<file path="config.mk">
export PLATFORM = sky130hd
export DESIGN_NAME = tcd_top
export DESIGN_NICKNAME = d
export VERILOG_FILES = /design/src/logic/tcd_pkg.sv /design/src/logic/tcd_top.sv /design/src/logic/tcd_i2c_slave.sv
export SDC_FILE = /design/constraint.sdc
export NUM_CORES = 1
export LEC_CHECK = 0
export BUFFER_PORTS_ARGS = -buffer_cell sky130_fd_sc_hd__buf_2
export CAP_MARGIN = 15
export CORE_ASPECT_RATIO = 2
export CORE_UTILIZATION = 45
export CTS_BUF_LIST = sky130_fd_sc_hd__clkbuf_16
export CTS_CLUSTER_DIAMETER = 80
export CTS_CLUSTER_SIZE = 28
export DETAILED_ROUTE_END_ITERATION = 6
export PLACE_DENSITY = 0.63
export SLEW_MARGIN = 25
export SYNTH_ARGS = -nofsm -noshare
export SYNTH_HDL_FRONTEND = slang
export SYNTH_HIERARCHICAL = 1
export SYNTH_SLANG_ARGS = --single-unit
</file>
<file path="constraint.sdc">
create_clock -name ref_clk -period 1.9 [get_ports ref_clk]
set_input_delay 0.285 -clock ref_clk [delete_from_list [all_inputs] [get_ports ref_clk]]
set_output_delay 0.285 -clock ref_clk [all_outputs]
set_load 0.01 [all_outputs]
</file>
<file path="src/logic/tcd_pkg.sv">
// Constants and types of the thermometer command decoder
package tcd_pkg;

  // Command codes
  localparam logic [7:0] CMD_READ_TEMP    = 8'hAA;
  localparam logic [7:0] CMD_HIGH_LIMIT   = 8'hA1;
  localparam logic [7:0] CMD_LOW_LIMIT    = 8'hA2;
  localparam logic [7:0] CMD_CONFIG       = 8'hAC;
  localparam logic [7:0] CMD_COUNT_REMAIN = 8'hA8;
  localparam logic [7:0] CMD_COUNT_SLOPE  = 8'hA9;
  localparam logic [7:0] CMD_START_CONV   = 8'hEE;
  localparam logic [7:0] CMD_STOP_CONV    = 8'h22;
  localparam logic [7:0] CMD_NONE         = 8'h00;

  // Device-type code of the address byte; value is arbitrary
  localparam logic [3:0] DEV_TYPE_CODE = 4'h5;

  // Configuration byte field positions
  localparam int unsigned CFG_DONE_BIT    = 7;
  localparam int unsigned CFG_HIGH_BIT    = 6;
  localparam int unsigned CFG_LOW_BIT     = 5;
  localparam int unsigned CFG_NVBUSY_BIT  = 4;
  localparam int unsigned CFG_POL_BIT     = 1;
  localparam int unsigned CFG_ONESHOT_BIT = 0;

  // Values after reset
  localparam logic [7:0]  CFG_RST        = 8'h00;
  localparam logic [15:0] HIGH_LIMIT_RST = 16'h0000;
  localparam logic [15:0] LOW_LIMIT_RST  = 16'h0000;
  localparam logic [15:0] TEMP_RST       = 16'h0000;
  localparam logic [7:0]  IDLE_BYTE      = 8'hFF;

  // Bits per byte on the wire
  localparam logic [3:0] BYTE_BITS = 4'h8;
  localparam logic [3:0] LAST_BIT  = 4'h7;

  // Nonvolatile write time, longest, rounded down
  localparam int unsigned CLK_HZ          = 40_000_000;
  localparam int unsigned NV_WRITE_MS     = 10;
  localparam int unsigned NV_WRITE_CYCLES = CLK_HZ / 1000 * NV_WRITE_MS;

  typedef struct packed {
    logic       start;
    logic       stop;
    logic       addr_ok;
    logic       rw;
    logic       rx_valid;
    logic [7:0] rx_data;
    logic       tx_load;
  } tcd_bus_evt_t;

  typedef struct packed {
    logic        done;
    logic [15:0] temp;
    logic [7:0]  count_remain;
    logic [7:0]  count_slope;
    logic        above_high;
    logic        below_low;
    logic        thermo;
  } tcd_conv_res_t;

  typedef enum logic [2:0] {
    SL_IDLE  = 3'b000,
    SL_RX    = 3'b001,
    SL_RXACK = 3'b010,
    SL_TX    = 3'b011,
    SL_TXACK = 3'b100
  } tcd_slave_state_t;

  typedef enum logic [1:0] {
    PH_IDLE  = 2'b00,
    PH_CMD   = 2'b01,
    PH_WDATA = 2'b10,
    PH_RDATA = 2'b11
  } tcd_phase_t;

  typedef enum logic {
    CV_IDLE = 1'b0,
    CV_RUN  = 1'b1
  } tcd_conv_state_t;

endpackage : tcd_pkg

</file>
<file path="src/logic/tcd_top.sv">
// Thermometer command decoder: commands, registers, conversion control
//
// Overview of operation
// - Config command writes next byte into config, or reads it back.
// - Commands A8h/A9h return remaining count and slope; reads only.
// - Read-temperature returns two bytes of the latest completed result.
// - Start command begins a conversion; no data bytes follow it.
// - One-shot mode: one conversion per start, then idle.
// - Continuous mode: conversions repeat back to back until halted.
// - Stop command lets the running conversion finish, then stays idle.
// - Nonvolatile limit or config write finishes within 10 ms.
// - High-limit command reads or writes the high limit by direction.
// - Low-limit command reads or writes the low limit by direction.
// - Config value 02h gives active-high output and continuous mode.
// - Commands chain via repeated start; address, command, data acked.
// - Only address with the type code and select pins is answered.
// - One-shot: thermostat output holds result of last conversion.
`timescale 1ns/100ps
module tcd_top #(
  parameter int unsigned NV_CYCLES = tcd_pkg::NV_WRITE_CYCLES
) (
  input  wire logic                  ref_clk,
  input  wire logic                  rst,
  input  wire logic                  scl_i,
  input  wire logic                  sda_i,
  output logic                       sda_o,
  output logic                       sda_oe,
  input  wire logic [2:0]            sel_i,
  input  wire tcd_pkg::tcd_conv_res_t conv_res,
  output logic                       conv_start,
  output logic                       tout,
  output logic                       nv_busy,
  output logic [15:0]                high_limit_o,
  output logic [15:0]                low_limit_o
);

  function automatic logic tcd_known_cmd(input logic [7:0] c);
    tcd_known_cmd = c == tcd_pkg::CMD_READ_TEMP
                 || c == tcd_pkg::CMD_HIGH_LIMIT
                 || c == tcd_pkg::CMD_LOW_LIMIT
                 || c == tcd_pkg::CMD_CONFIG
                 || c == tcd_pkg::CMD_COUNT_REMAIN
                 || c == tcd_pkg::CMD_COUNT_SLOPE
                 || c == tcd_pkg::CMD_START_CONV
                 || c == tcd_pkg::CMD_STOP_CONV;
  endfunction : tcd_known_cmd

  tcd_pkg::tcd_bus_evt_t    evt;
  tcd_pkg::tcd_phase_t      phase_q;
  tcd_pkg::tcd_conv_state_t conv_q;
  logic [7:0]               cmd_q;
  logic [1:0]               idx_q;
  logic [7:0]               tx_data_q;
  logic [7:0]               wr_msb_q;
  logic                     one_shot_q;
  logic                     pol_q;
  logic [15:0]              high_limit_q;
  logic [15:0]              low_limit_q;
  logic [15:0]              temp_q;
  logic [7:0]               remain_q;
  logic [7:0]               slope_q;
  logic                     above_q;
  logic                     below_q;
  logic                     thermo_q;
  logic                     done_q;
  logic                     stop_q;
  logic                     conv_start_q;
  logic                     tout_q;
  logic [31:0]              nv_cnt_q;
  logic                     nv_busy_q;
  logic [7:0]               cfg_rd;

  tcd_i2c_slave u_slave (
    .ref_clk (ref_clk),
    .rst     (rst),
    .scl_i   (scl_i),
    .sda_i   (sda_i),
    .sel_i   (sel_i),
    .tx_data (tx_data_q),
    .sda_o   (sda_o),
    .sda_oe  (sda_oe),
    .evt     (evt)
  );

  // Command and data byte decode
  wire       cmd_byte  = evt.rx_valid && phase_q == tcd_pkg::PH_CMD;
  wire       data_byte = evt.rx_valid && phase_q == tcd_pkg::PH_WDATA;
  wire [7:0] cmd_in    = tcd_known_cmd(evt.rx_data) ? evt.rx_data
                                                    : tcd_pkg::CMD_NONE;
  wire       start_cmd = cmd_byte && evt.rx_data == tcd_pkg::CMD_START_CONV;
  wire       stop_cmd  = cmd_byte && evt.rx_data == tcd_pkg::CMD_STOP_CONV;
  wire       cfg_wr    = data_byte && cmd_q == tcd_pkg::CMD_CONFIG
                         && idx_q == 2'h0;
  wire       high_wr   = data_byte && cmd_q == tcd_pkg::CMD_HIGH_LIMIT
                         && idx_q == 2'h1;
  wire       low_wr    = data_byte && cmd_q == tcd_pkg::CMD_LOW_LIMIT
                         && idx_q == 2'h1;
  wire       nv_start  = cfg_wr | high_wr | low_wr;
  wire       conv_done = conv_res.done;
  wire       halt      = (stop_q | stop_cmd) & ~start_cmd;

  always_comb begin
    cfg_rd                           = 8'h00;
    cfg_rd[tcd_pkg::CFG_DONE_BIT]    = done_q;
    cfg_rd[tcd_pkg::CFG_HIGH_BIT]    = above_q;
    cfg_rd[tcd_pkg::CFG_LOW_BIT]     = below_q;
    cfg_rd[tcd_pkg::CFG_NVBUSY_BIT]  = nv_busy_q;
    cfg_rd[tcd_pkg::CFG_POL_BIT]     = pol_q;
    cfg_rd[tcd_pkg::CFG_ONESHOT_BIT] = one_shot_q;
  end

  // Single-byte answers sit in the upper half of the word
  wire [15:0] rd_word =
      cmd_q == tcd_pkg::CMD_READ_TEMP    ? temp_q :
      cmd_q == tcd_pkg::CMD_HIGH_LIMIT   ? high_limit_q :
      cmd_q == tcd_pkg::CMD_LOW_LIMIT    ? low_limit_q :
      cmd_q == tcd_pkg::CMD_CONFIG       ? {cfg_rd, tcd_pkg::IDLE_BYTE} :
      cmd_q == tcd_pkg::CMD_COUNT_REMAIN ? {remain_q, tcd_pkg::IDLE_BYTE} :
      cmd_q == tcd_pkg::CMD_COUNT_SLOPE  ? {slope_q, tcd_pkg::IDLE_BYTE} :
      {tcd_pkg::IDLE_BYTE, tcd_pkg::IDLE_BYTE};
  wire [7:0] rd_byte = idx_q == 2'h0 ? rd_word[15:8] :
                       idx_q == 2'h1 ? rd_word[7:0]  : tcd_pkg::IDLE_BYTE;
  wire [1:0] idx_inc = idx_q == 2'h2 ? idx_q : idx_q + 2'h1;

  // Transaction phase; command survives repeated start for reads
  always_ff @(posedge ref_clk) begin
    if (rst) begin
      phase_q   <= tcd_pkg::PH_IDLE;
      cmd_q     <= tcd_pkg::CMD_NONE;
      idx_q     <= 2'h0;
      tx_data_q <= tcd_pkg::IDLE_BYTE;
      wr_msb_q  <= 8'h00;
    end else begin
      tx_data_q <= rd_byte;
      if (evt.start || evt.stop) begin
        phase_q <= tcd_pkg::PH_IDLE;
      end else if (evt.addr_ok) begin
        phase_q <= evt.rw ? tcd_pkg::PH_RDATA : tcd_pkg::PH_CMD;
        idx_q   <= 2'h0;
      end else if (cmd_byte) begin
        cmd_q   <= cmd_in;
        phase_q <= tcd_pkg::PH_WDATA;
        idx_q   <= 2'h0;
      end else if (data_byte) begin
        idx_q <= idx_inc;
        if (idx_q == 2'h0) begin
          wr_msb_q <= evt.rx_data;
        end
      end else if (evt.tx_load && phase_q == tcd_pkg::PH_RDATA) begin
        idx_q <= idx_inc;
      end
    end
  end

  // Thermostat settings; writes to read-only commands are dropped
  always_ff @(posedge ref_clk) begin
    if (rst) begin
      one_shot_q   <= tcd_pkg::CFG_RST[tcd_pkg::CFG_ONESHOT_BIT];
      pol_q        <= tcd_pkg::CFG_RST[tcd_pkg::CFG_POL_BIT];
      high_limit_q <= tcd_pkg::HIGH_LIMIT_RST;
      low_limit_q  <= tcd_pkg::LOW_LIMIT_RST;
    end else begin
      if (cfg_wr) begin
        one_shot_q <= evt.rx_data[tcd_pkg::CFG_ONESHOT_BIT];
        pol_q      <= evt.rx_data[tcd_pkg::CFG_POL_BIT];
      end
      if (high_wr) begin
        high_limit_q <= {wr_msb_q, evt.rx_data};
      end
      if (low_wr) begin
        low_limit_q <= {wr_msb_q, evt.rx_data};
      end
    end
  end

  // Nonvolatile busy window; a write during it restarts the window
  always_ff @(posedge ref_clk) begin
    if (rst) begin
      nv_cnt_q  <= 32'h0000_0000;
      nv_busy_q <= 1'b0;
    end else begin
      if (nv_start) begin
        nv_cnt_q <= 32'(NV_CYCLES);
      end else if (nv_cnt_q != 32'h0000_0000) begin
        nv_cnt_q <= nv_cnt_q - 32'h0000_0001;
      end
      nv_busy_q <= nv_start || nv_cnt_q > 32'h0000_0001;
    end
  end

  // Conversion sequencing
  always_ff @(posedge ref_clk) begin
    if (rst) begin
      conv_q       <= tcd_pkg::CV_IDLE;
      stop_q       <= 1'b0;
      conv_start_q <= 1'b0;
    end else begin
      conv_start_q <= 1'b0;
      unique case (conv_q)
        tcd_pkg::CV_IDLE: begin
          if (start_cmd) begin
            conv_q       <= tcd_pkg::CV_RUN;
            conv_start_q <= 1'b1;
            stop_q       <= 1'b0;
          end
        end
        tcd_pkg::CV_RUN: begin
          // Stop only takes effect at the end of the running conversion
          if (conv_done && (one_shot_q || halt)) begin
            conv_q <= tcd_pkg::CV_IDLE;
            stop_q <= 1'b0;
          end else if (conv_done) begin
            conv_start_q <= 1'b1;
            stop_q       <= halt;
          end else begin
            stop_q <= halt;
          end
        end
      endcase
    end
  end

  // Result capture; thermostat level changes only on a finished conversion
  always_ff @(posedge ref_clk) begin
    if (rst) begin
      temp_q   <= tcd_pkg::TEMP_RST;
      remain_q <= 8'h00;
      slope_q  <= 8'h00;
      above_q  <= 1'b0;
      below_q  <= 1'b0;
      thermo_q <= 1'b0;
      done_q   <= 1'b0;
      tout_q   <= 1'b0;
    end else begin
      if (conv_done && conv_q == tcd_pkg::CV_RUN) begin
        temp_q   <= conv_res.temp;
        remain_q <= conv_res.count_remain;
        slope_q  <= conv_res.count_slope;
        above_q  <= conv_res.above_high;
        below_q  <= conv_res.below_low;
        thermo_q <= conv_res.thermo;
        done_q   <= 1'b1;
      end else if (start_cmd && conv_q == tcd_pkg::CV_IDLE) begin
        done_q <= 1'b0;
      end
      tout_q <= pol_q ? thermo_q : ~thermo_q;
    end
  end

  assign conv_start   = conv_start_q;
  assign tout         = tout_q;
  assign nv_busy      = nv_busy_q;
  assign high_limit_o = high_limit_q;
  assign low_limit_o  = low_limit_q;

endmodule : tcd_top

</file>
<file path="src/logic/tcd_i2c_slave.sv">
// Two-wire slave byte engine: framing, address match, ack, shifting
`timescale 1ns/100ps
module tcd_i2c_slave (
  input  wire logic                 ref_clk,
  input  wire logic                 rst,
  input  wire logic                 scl_i,
  input  wire logic                 sda_i,
  input  wire logic [2:0]           sel_i,
  input  wire logic [7:0]           tx_data,
  output logic                      sda_o,
  output logic                      sda_oe,
  output tcd_pkg::tcd_bus_evt_t     evt
);

  logic [1:0]                scl_sync_q;
  logic [1:0]                sda_sync_q;
  logic [2:0]                sel_meta_q;
  logic [2:0]                sel_q;
  logic                      scl_q;
  logic                      sda_q;
  tcd_pkg::tcd_slave_state_t state_q;
  logic [3:0]                bit_cnt_q;
  logic [7:0]                shift_q;
  logic                      first_q;
  logic                      ack_q;
  logic                      rw_q;
  logic                      oe_q;
  tcd_pkg::tcd_bus_evt_t     evt_q;

  always_ff @(posedge ref_clk) begin
    if (rst) begin
      scl_sync_q <= 2'h3;
      sda_sync_q <= 2'h3;
      sel_meta_q <= 3'h0;
      sel_q      <= 3'h0;
      scl_q      <= 1'b1;
      sda_q      <= 1'b1;
    end else begin
      scl_sync_q <= {scl_sync_q[0], scl_i};
      sda_sync_q <= {sda_sync_q[0], sda_i};
      sel_meta_q <= sel_i;
      sel_q      <= sel_meta_q;
      scl_q      <= scl_sync_q[1];
      sda_q      <= sda_sync_q[1];
    end
  end

  wire       scl_s     = scl_sync_q[1];
  wire       sda_s     = sda_sync_q[1];
  wire       scl_rise  = scl_s & ~scl_q;
  wire       scl_fall  = ~scl_s & scl_q;
  wire       start_det = scl_s & scl_q & sda_q & ~sda_s;
  wire       stop_det  = scl_s & scl_q & ~sda_q & sda_s;
  wire [7:0] rx_byte   = {shift_q[6:0], sda_s};
  wire       addr_hit  = rx_byte[7:1] == {tcd_pkg::DEV_TYPE_CODE, sel_q};
  wire       byte_in   = scl_rise && bit_cnt_q == tcd_pkg::LAST_BIT;

  always_ff @(posedge ref_clk) begin
    if (rst) begin
      state_q   <= tcd_pkg::SL_IDLE;
      bit_cnt_q <= 4'h0;
      shift_q   <= 8'h00;
      first_q   <= 1'b0;
      ack_q     <= 1'b0;
      rw_q      <= 1'b0;
      oe_q      <= 1'b0;
      evt_q     <= '0;
    end else begin
      evt_q <= '0;
      if (start_det) begin
        // Repeated start restarts address phase from any state
        state_q     <= tcd_pkg::SL_RX;
        bit_cnt_q   <= 4'h0;
        first_q     <= 1'b1;
        oe_q        <= 1'b0;
        evt_q.start <= 1'b1;
      end else if (stop_det) begin
        state_q    <= tcd_pkg::SL_IDLE;
        oe_q       <= 1'b0;
        evt_q.stop <= 1'b1;
      end else begin
        unique case (state_q)
          tcd_pkg::SL_IDLE: begin
          end
          tcd_pkg::SL_RX: begin
            if (scl_rise) begin
              shift_q   <= rx_byte;
              bit_cnt_q <= bit_cnt_q + 4'h1;
            end
            if (byte_in && first_q) begin
              ack_q         <= addr_hit;
              rw_q          <= rx_byte[0];
              evt_q.addr_ok <= addr_hit;
              evt_q.rw      <= rx_byte[0];
            end else if (byte_in) begin
              ack_q          <= 1'b1;
              evt_q.rx_valid <= 1'b1;
              evt_q.rx_data  <= rx_byte;
            end
            if (scl_fall && bit_cnt_q == tcd_pkg::BYTE_BITS) begin
              state_q <= tcd_pkg::SL_RXACK;
              oe_q    <= ack_q;
            end
          end
          tcd_pkg::SL_RXACK: begin
            if (scl_fall) begin
              oe_q      <= 1'b0;
              bit_cnt_q <= 4'h0;
              first_q   <= 1'b0;
              if (!ack_q) begin
                state_q <= tcd_pkg::SL_IDLE;
              end else if (first_q && rw_q) begin
                state_q       <= tcd_pkg::SL_TX;
                shift_q       <= tx_data;
                oe_q          <= ~tx_data[7];
                bit_cnt_q     <= 4'h1;
                evt_q.tx_load <= 1'b1;
              end else begin
                state_q <= tcd_pkg::SL_RX;
              end
            end
          end
          tcd_pkg::SL_TX: begin
            if (scl_fall && bit_cnt_q == tcd_pkg::BYTE_BITS) begin
              oe_q    <= 1'b0;
              state_q <= tcd_pkg::SL_TXACK;
            end else if (scl_fall) begin
              oe_q      <= ~shift_q[6];
              shift_q   <= {shift_q[6:0], 1'b1};
              bit_cnt_q <= bit_cnt_q + 4'h1;
            end
          end
          tcd_pkg::SL_TXACK: begin
            if (scl_rise) begin
              ack_q <= ~sda_s;
            end
            // Master not-ack ends the read; line left released
            if (scl_fall && ack_q) begin
              state_q       <= tcd_pkg::SL_TX;
              shift_q       <= tx_data;
              oe_q          <= ~tx_data[7];
              bit_cnt_q     <= 4'h1;
              evt_q.tx_load <= 1'b1;
            end else if (scl_fall) begin
              state_q <= tcd_pkg::SL_IDLE;
            end
          end
          default: begin
            state_q <= tcd_pkg::SL_IDLE;
            oe_q    <= 1'b0;
          end
        endcase
      end
    end
  end

  assign sda_o  = 1'b0;
  assign sda_oe = oe_q;
  assign evt    = evt_q;

endmodule : tcd_i2c_slave

</file>
==> flow_summary.json <==
{
  "status": "finished with violations",
  "violations": "negative setup slack",
  "syn_nets": 1001,
  "hold_class": "in2reg",
  "rows": 69,
  "power_leakage_nw": 4.04,
  "final_cell_mix": "dfxtp_1, nor2_1, nand2_1, a21oi_1, buf_4",
  "p_per_area_mw_per_mm2": 1220,
  "core_sq_mm": 0.0178,
  "synthTopCellsByArea": "dfxtp_1, a21oi_1, mux2i_1",
  "crit_fanout": 4,
  "hold_buffers": 0,
  "worstReg2RegEnd": "nv_cnt_q[17]",
  "cp-start-kind": "flop",
  "cp_slowest_cell": "or4_4",
  "avgSynthCellArea_sq_um": 8.62,
  "rsz0062_at_grt": "yes",
  "placed_area_sq_mm": 0.00947,
  "fin_skew_ps": 14.4,
  "holdCritStartpoint": "scl_i",
  "hold_ws_ps": 27.8,
  "n_antenna_cell": 0,
  "dr.pass1.iters": 5,
  "synth_top_area_cell": "dfxtp_1",
  "fmax_ghz": 0.461,
  "cap_viol_max_count": 0,
  "synth_flop_cell": "dfxtp_1",
  "finalCritPeriodShare_pct": 114,
  "synth_edf_count": 0,
  "fin_setup_tns_ps": -5970,
  "cts_tree": "built",
  "finalHoldViolCount": 0,
  "synth_cell_types": 83,
  "die-area_sq_mm": 0.0188,
  "seq_area_frac_synth_pct": 43.8,
  "die_h_microns": 193,
  "ys_warn_count": 6,
  "post_drt_wl_per_cell_microns": 18.7,
  "yosys.area.top_type_share_pct": 43.8,
  "period_minus_slack_ps": 2170,
  "start_util_pct": 46.0,
  "grt_usage_pct": 26.8,
  "vias": 7383,
  "gp_congestion": 0.943,
  "grt_pass1_wl_microns": 38300,
  "grt_max_degree": 76,
  "setup.worst_path.class": "reg2reg",
  "rr_startpoint": "nv_cnt_q[18]",
  "areaGrowthSynthToFinish_pct": 24.9,
  "multi_input_area_sq_mm": 0.00446,
  "endpoint_kind": "flop",
  "root_buffer": "clkbuf_16",
  "worstSetupStartpoint": "nv_cnt_q[18]",
  "drt_wl_total_microns": 24800,
  "drtIter0Drc": 363,
  "post-route-cell-area_sq_mm": 0.0102,
  "worstPathRequired_ps": 2210,
  "io_buffer_count": 78,
  "fin_cells": 1325,
  "nets": 1150,
  "fin_ws_ps": -271,
  "clk_latency_ps": 440,
  "antenna_found_initial": 0,
  "regArea_sq_mm": 0.00359,
  "cts.sinks": 179,
  "timing.final.max_slew_violations": 0,
  "layout.cells.most_common": "dfxtp_1",
  "die_x_microns": 97.4,
  "clockBufferDepth": 2,
  "total_power_mw": 12.5,
  "syn_area_sq_mm": 0.00819,
  "dp_hpwl_microns": 19000,
  "async_reset_ff_share_pct": 0,
  "critical_path.cell_chain": "or4_4 > or2_4 > nor4b_4 > buf_4 > nor3_2 > xnor2_1 > a21oi_1",
  "slowest_delay_ps": 580,
  "avgViaCountPerCell": 5.57,
  "ir_drop_mv": 0.835,
  "htree_num_levels": 4,
  "overflow": 0,
  "dpl.cell_count": 1288,
  "grt_pass1_vias": 7382,
  "io_pins": 80,
  "num-fill-cells": 1666,
  "cts-buffers-inserted": 17,
  "clkTransAtPathRegs_ps": 70,
  "drc": 0,
  "r2r_cells": 7,
  "synthCells": 950,
  "crit_path_end": "nv_cnt_q[17]",
  "layout-drive-gt1-share_pct": 26.3,
  "cp.arrival_ps": 2480,
  "r2r_slack_ps": -270,
  "antenna_left": 0,
  "setup_violations": 33,
  "synth.ff_latch_count": 179
}
[stage by stage]
step	utilization, %	setup WS, ps
after floorplan	-	-157
after global placement	53.2	-242
after detailed placement	53.2	-263
after CTS	56.6	-241
after global routing	57.5	-304
final	57.5	-271
[area by class of cell]
type / count / share of cell area [%]
Timing Repair Buffer: 184 / 12.7
Tap cell: 213 / 2.61
Clock inverter: 15 / 1.30
Sequential cell: 179 / 35.1
Multi-Input combinational cell: 705 / 43.7
Inverter: 12 / 0.441
Clock buffer: 17 / 4.16
[state kept, by name, indices dropped and copies added (netlist names), 14 cells and up]
name	count
nv_cnt_q	32
high_limit_o	16
low_limit_o	16
temp_q	16
u_slave/evt	14
[repair_timing]
item,in CTS,in global routing
gates resized for setup,7,35
hold endpoints to repair,0,0
pin swaps,4,32
buffers inserted,2,3
endpoints found under the setup margin,40,52
[critical path: cells and delay by family (launching register included)]
| family | cells | cell delay (ps) |
|---|---|---|
| buffers and inverters | 1 | 220 |
| xor gates and xnor gates | 1 | 130 |
| and+or+nand+nor | 4 | 1290 |
| AOI/OAI and AO/OA | 1 | 80 |
| DFF | 1 | 320 |
[kinds of logic (layout without fill, tap and decap cells)]
group           count (synthesis)  count (layout)  share of synthesized area, %
simple gates                  404             404                          25.5
flops                         179             179                          43.8
xor+xnor                       28              28                          3.09
compound gates                210             210                          16.0
mux                            53              53                          6.50
fa+ha+maj                       9               9                          1.35
buf+inv                        66             228                          3.79
other cells                     1               1                        0.0458
[report_power, final]
part	internal [mW]	switching [mW]	leakage, nW
Clock	1.81	1.56	0.264
Sequential	4.06	0.258	1.45
Combinational	2.29	2.50	2.32
Total	8.16	4.32	4.04
[per-layer routing]
| layer | global-route usage [%] | vias up | wire length [microns] |
|---|---|---|---|
| met2 | 54.1 | 168 | 14300 |
| met4 | 20.7 | 0 | 1820 |
| met3 | 3.55 | 80 | 554 |
| li1 | - | 3640 | - |
| met1 | 22.9 | 3495 | 8100 |
| met5 | 0 | - | 0 |
[worst min path at each step]
stage | end | slack (ps) | cells past startpoint
after floorplan | u_slave/scl_sync_q[0] | 390 | 1
after global placement | u_slave/sda_sync_q[1] | 390 | 1
after detailed placement | u_slave/scl_sync_q[1] | 390 | 1
after CTS | u_slave/scl_sync_q[0] | 10 | 2
after global routing | u_slave/sda_sync_q[0] | 20 | 2
final | u_slave/scl_sync_q[0] | 30 | 2
[synth_stat cells (all sizes together), types with 2 or more instances]
master   number
dfxtp       179
nor2        123
nand2       107
a21oi       105
mux2i        52
o21ai        36
clkbuf       32
nand3        25
nor3         23
buf          22
o22ai        16
xor2         15
nand2b       14
or3          14
nor2b        13
nor4         13
or2          13
xnor2        13
inv          12
a211oi       11
and2         11
a311oi        9
ha            8
nand4         8
and3          7
nor3b         7
o211ai        6
nand3b        5
or4           5
o21a          4
a21o          3
a22oi         3
a31oi         3
nand4b        3
and2b         2
and3b         2
nand4bb       2
nor4bb        2
o221ai        2
o22a          2
o31ai         2
or3b          2
Power figures use the tool's default switching activity.
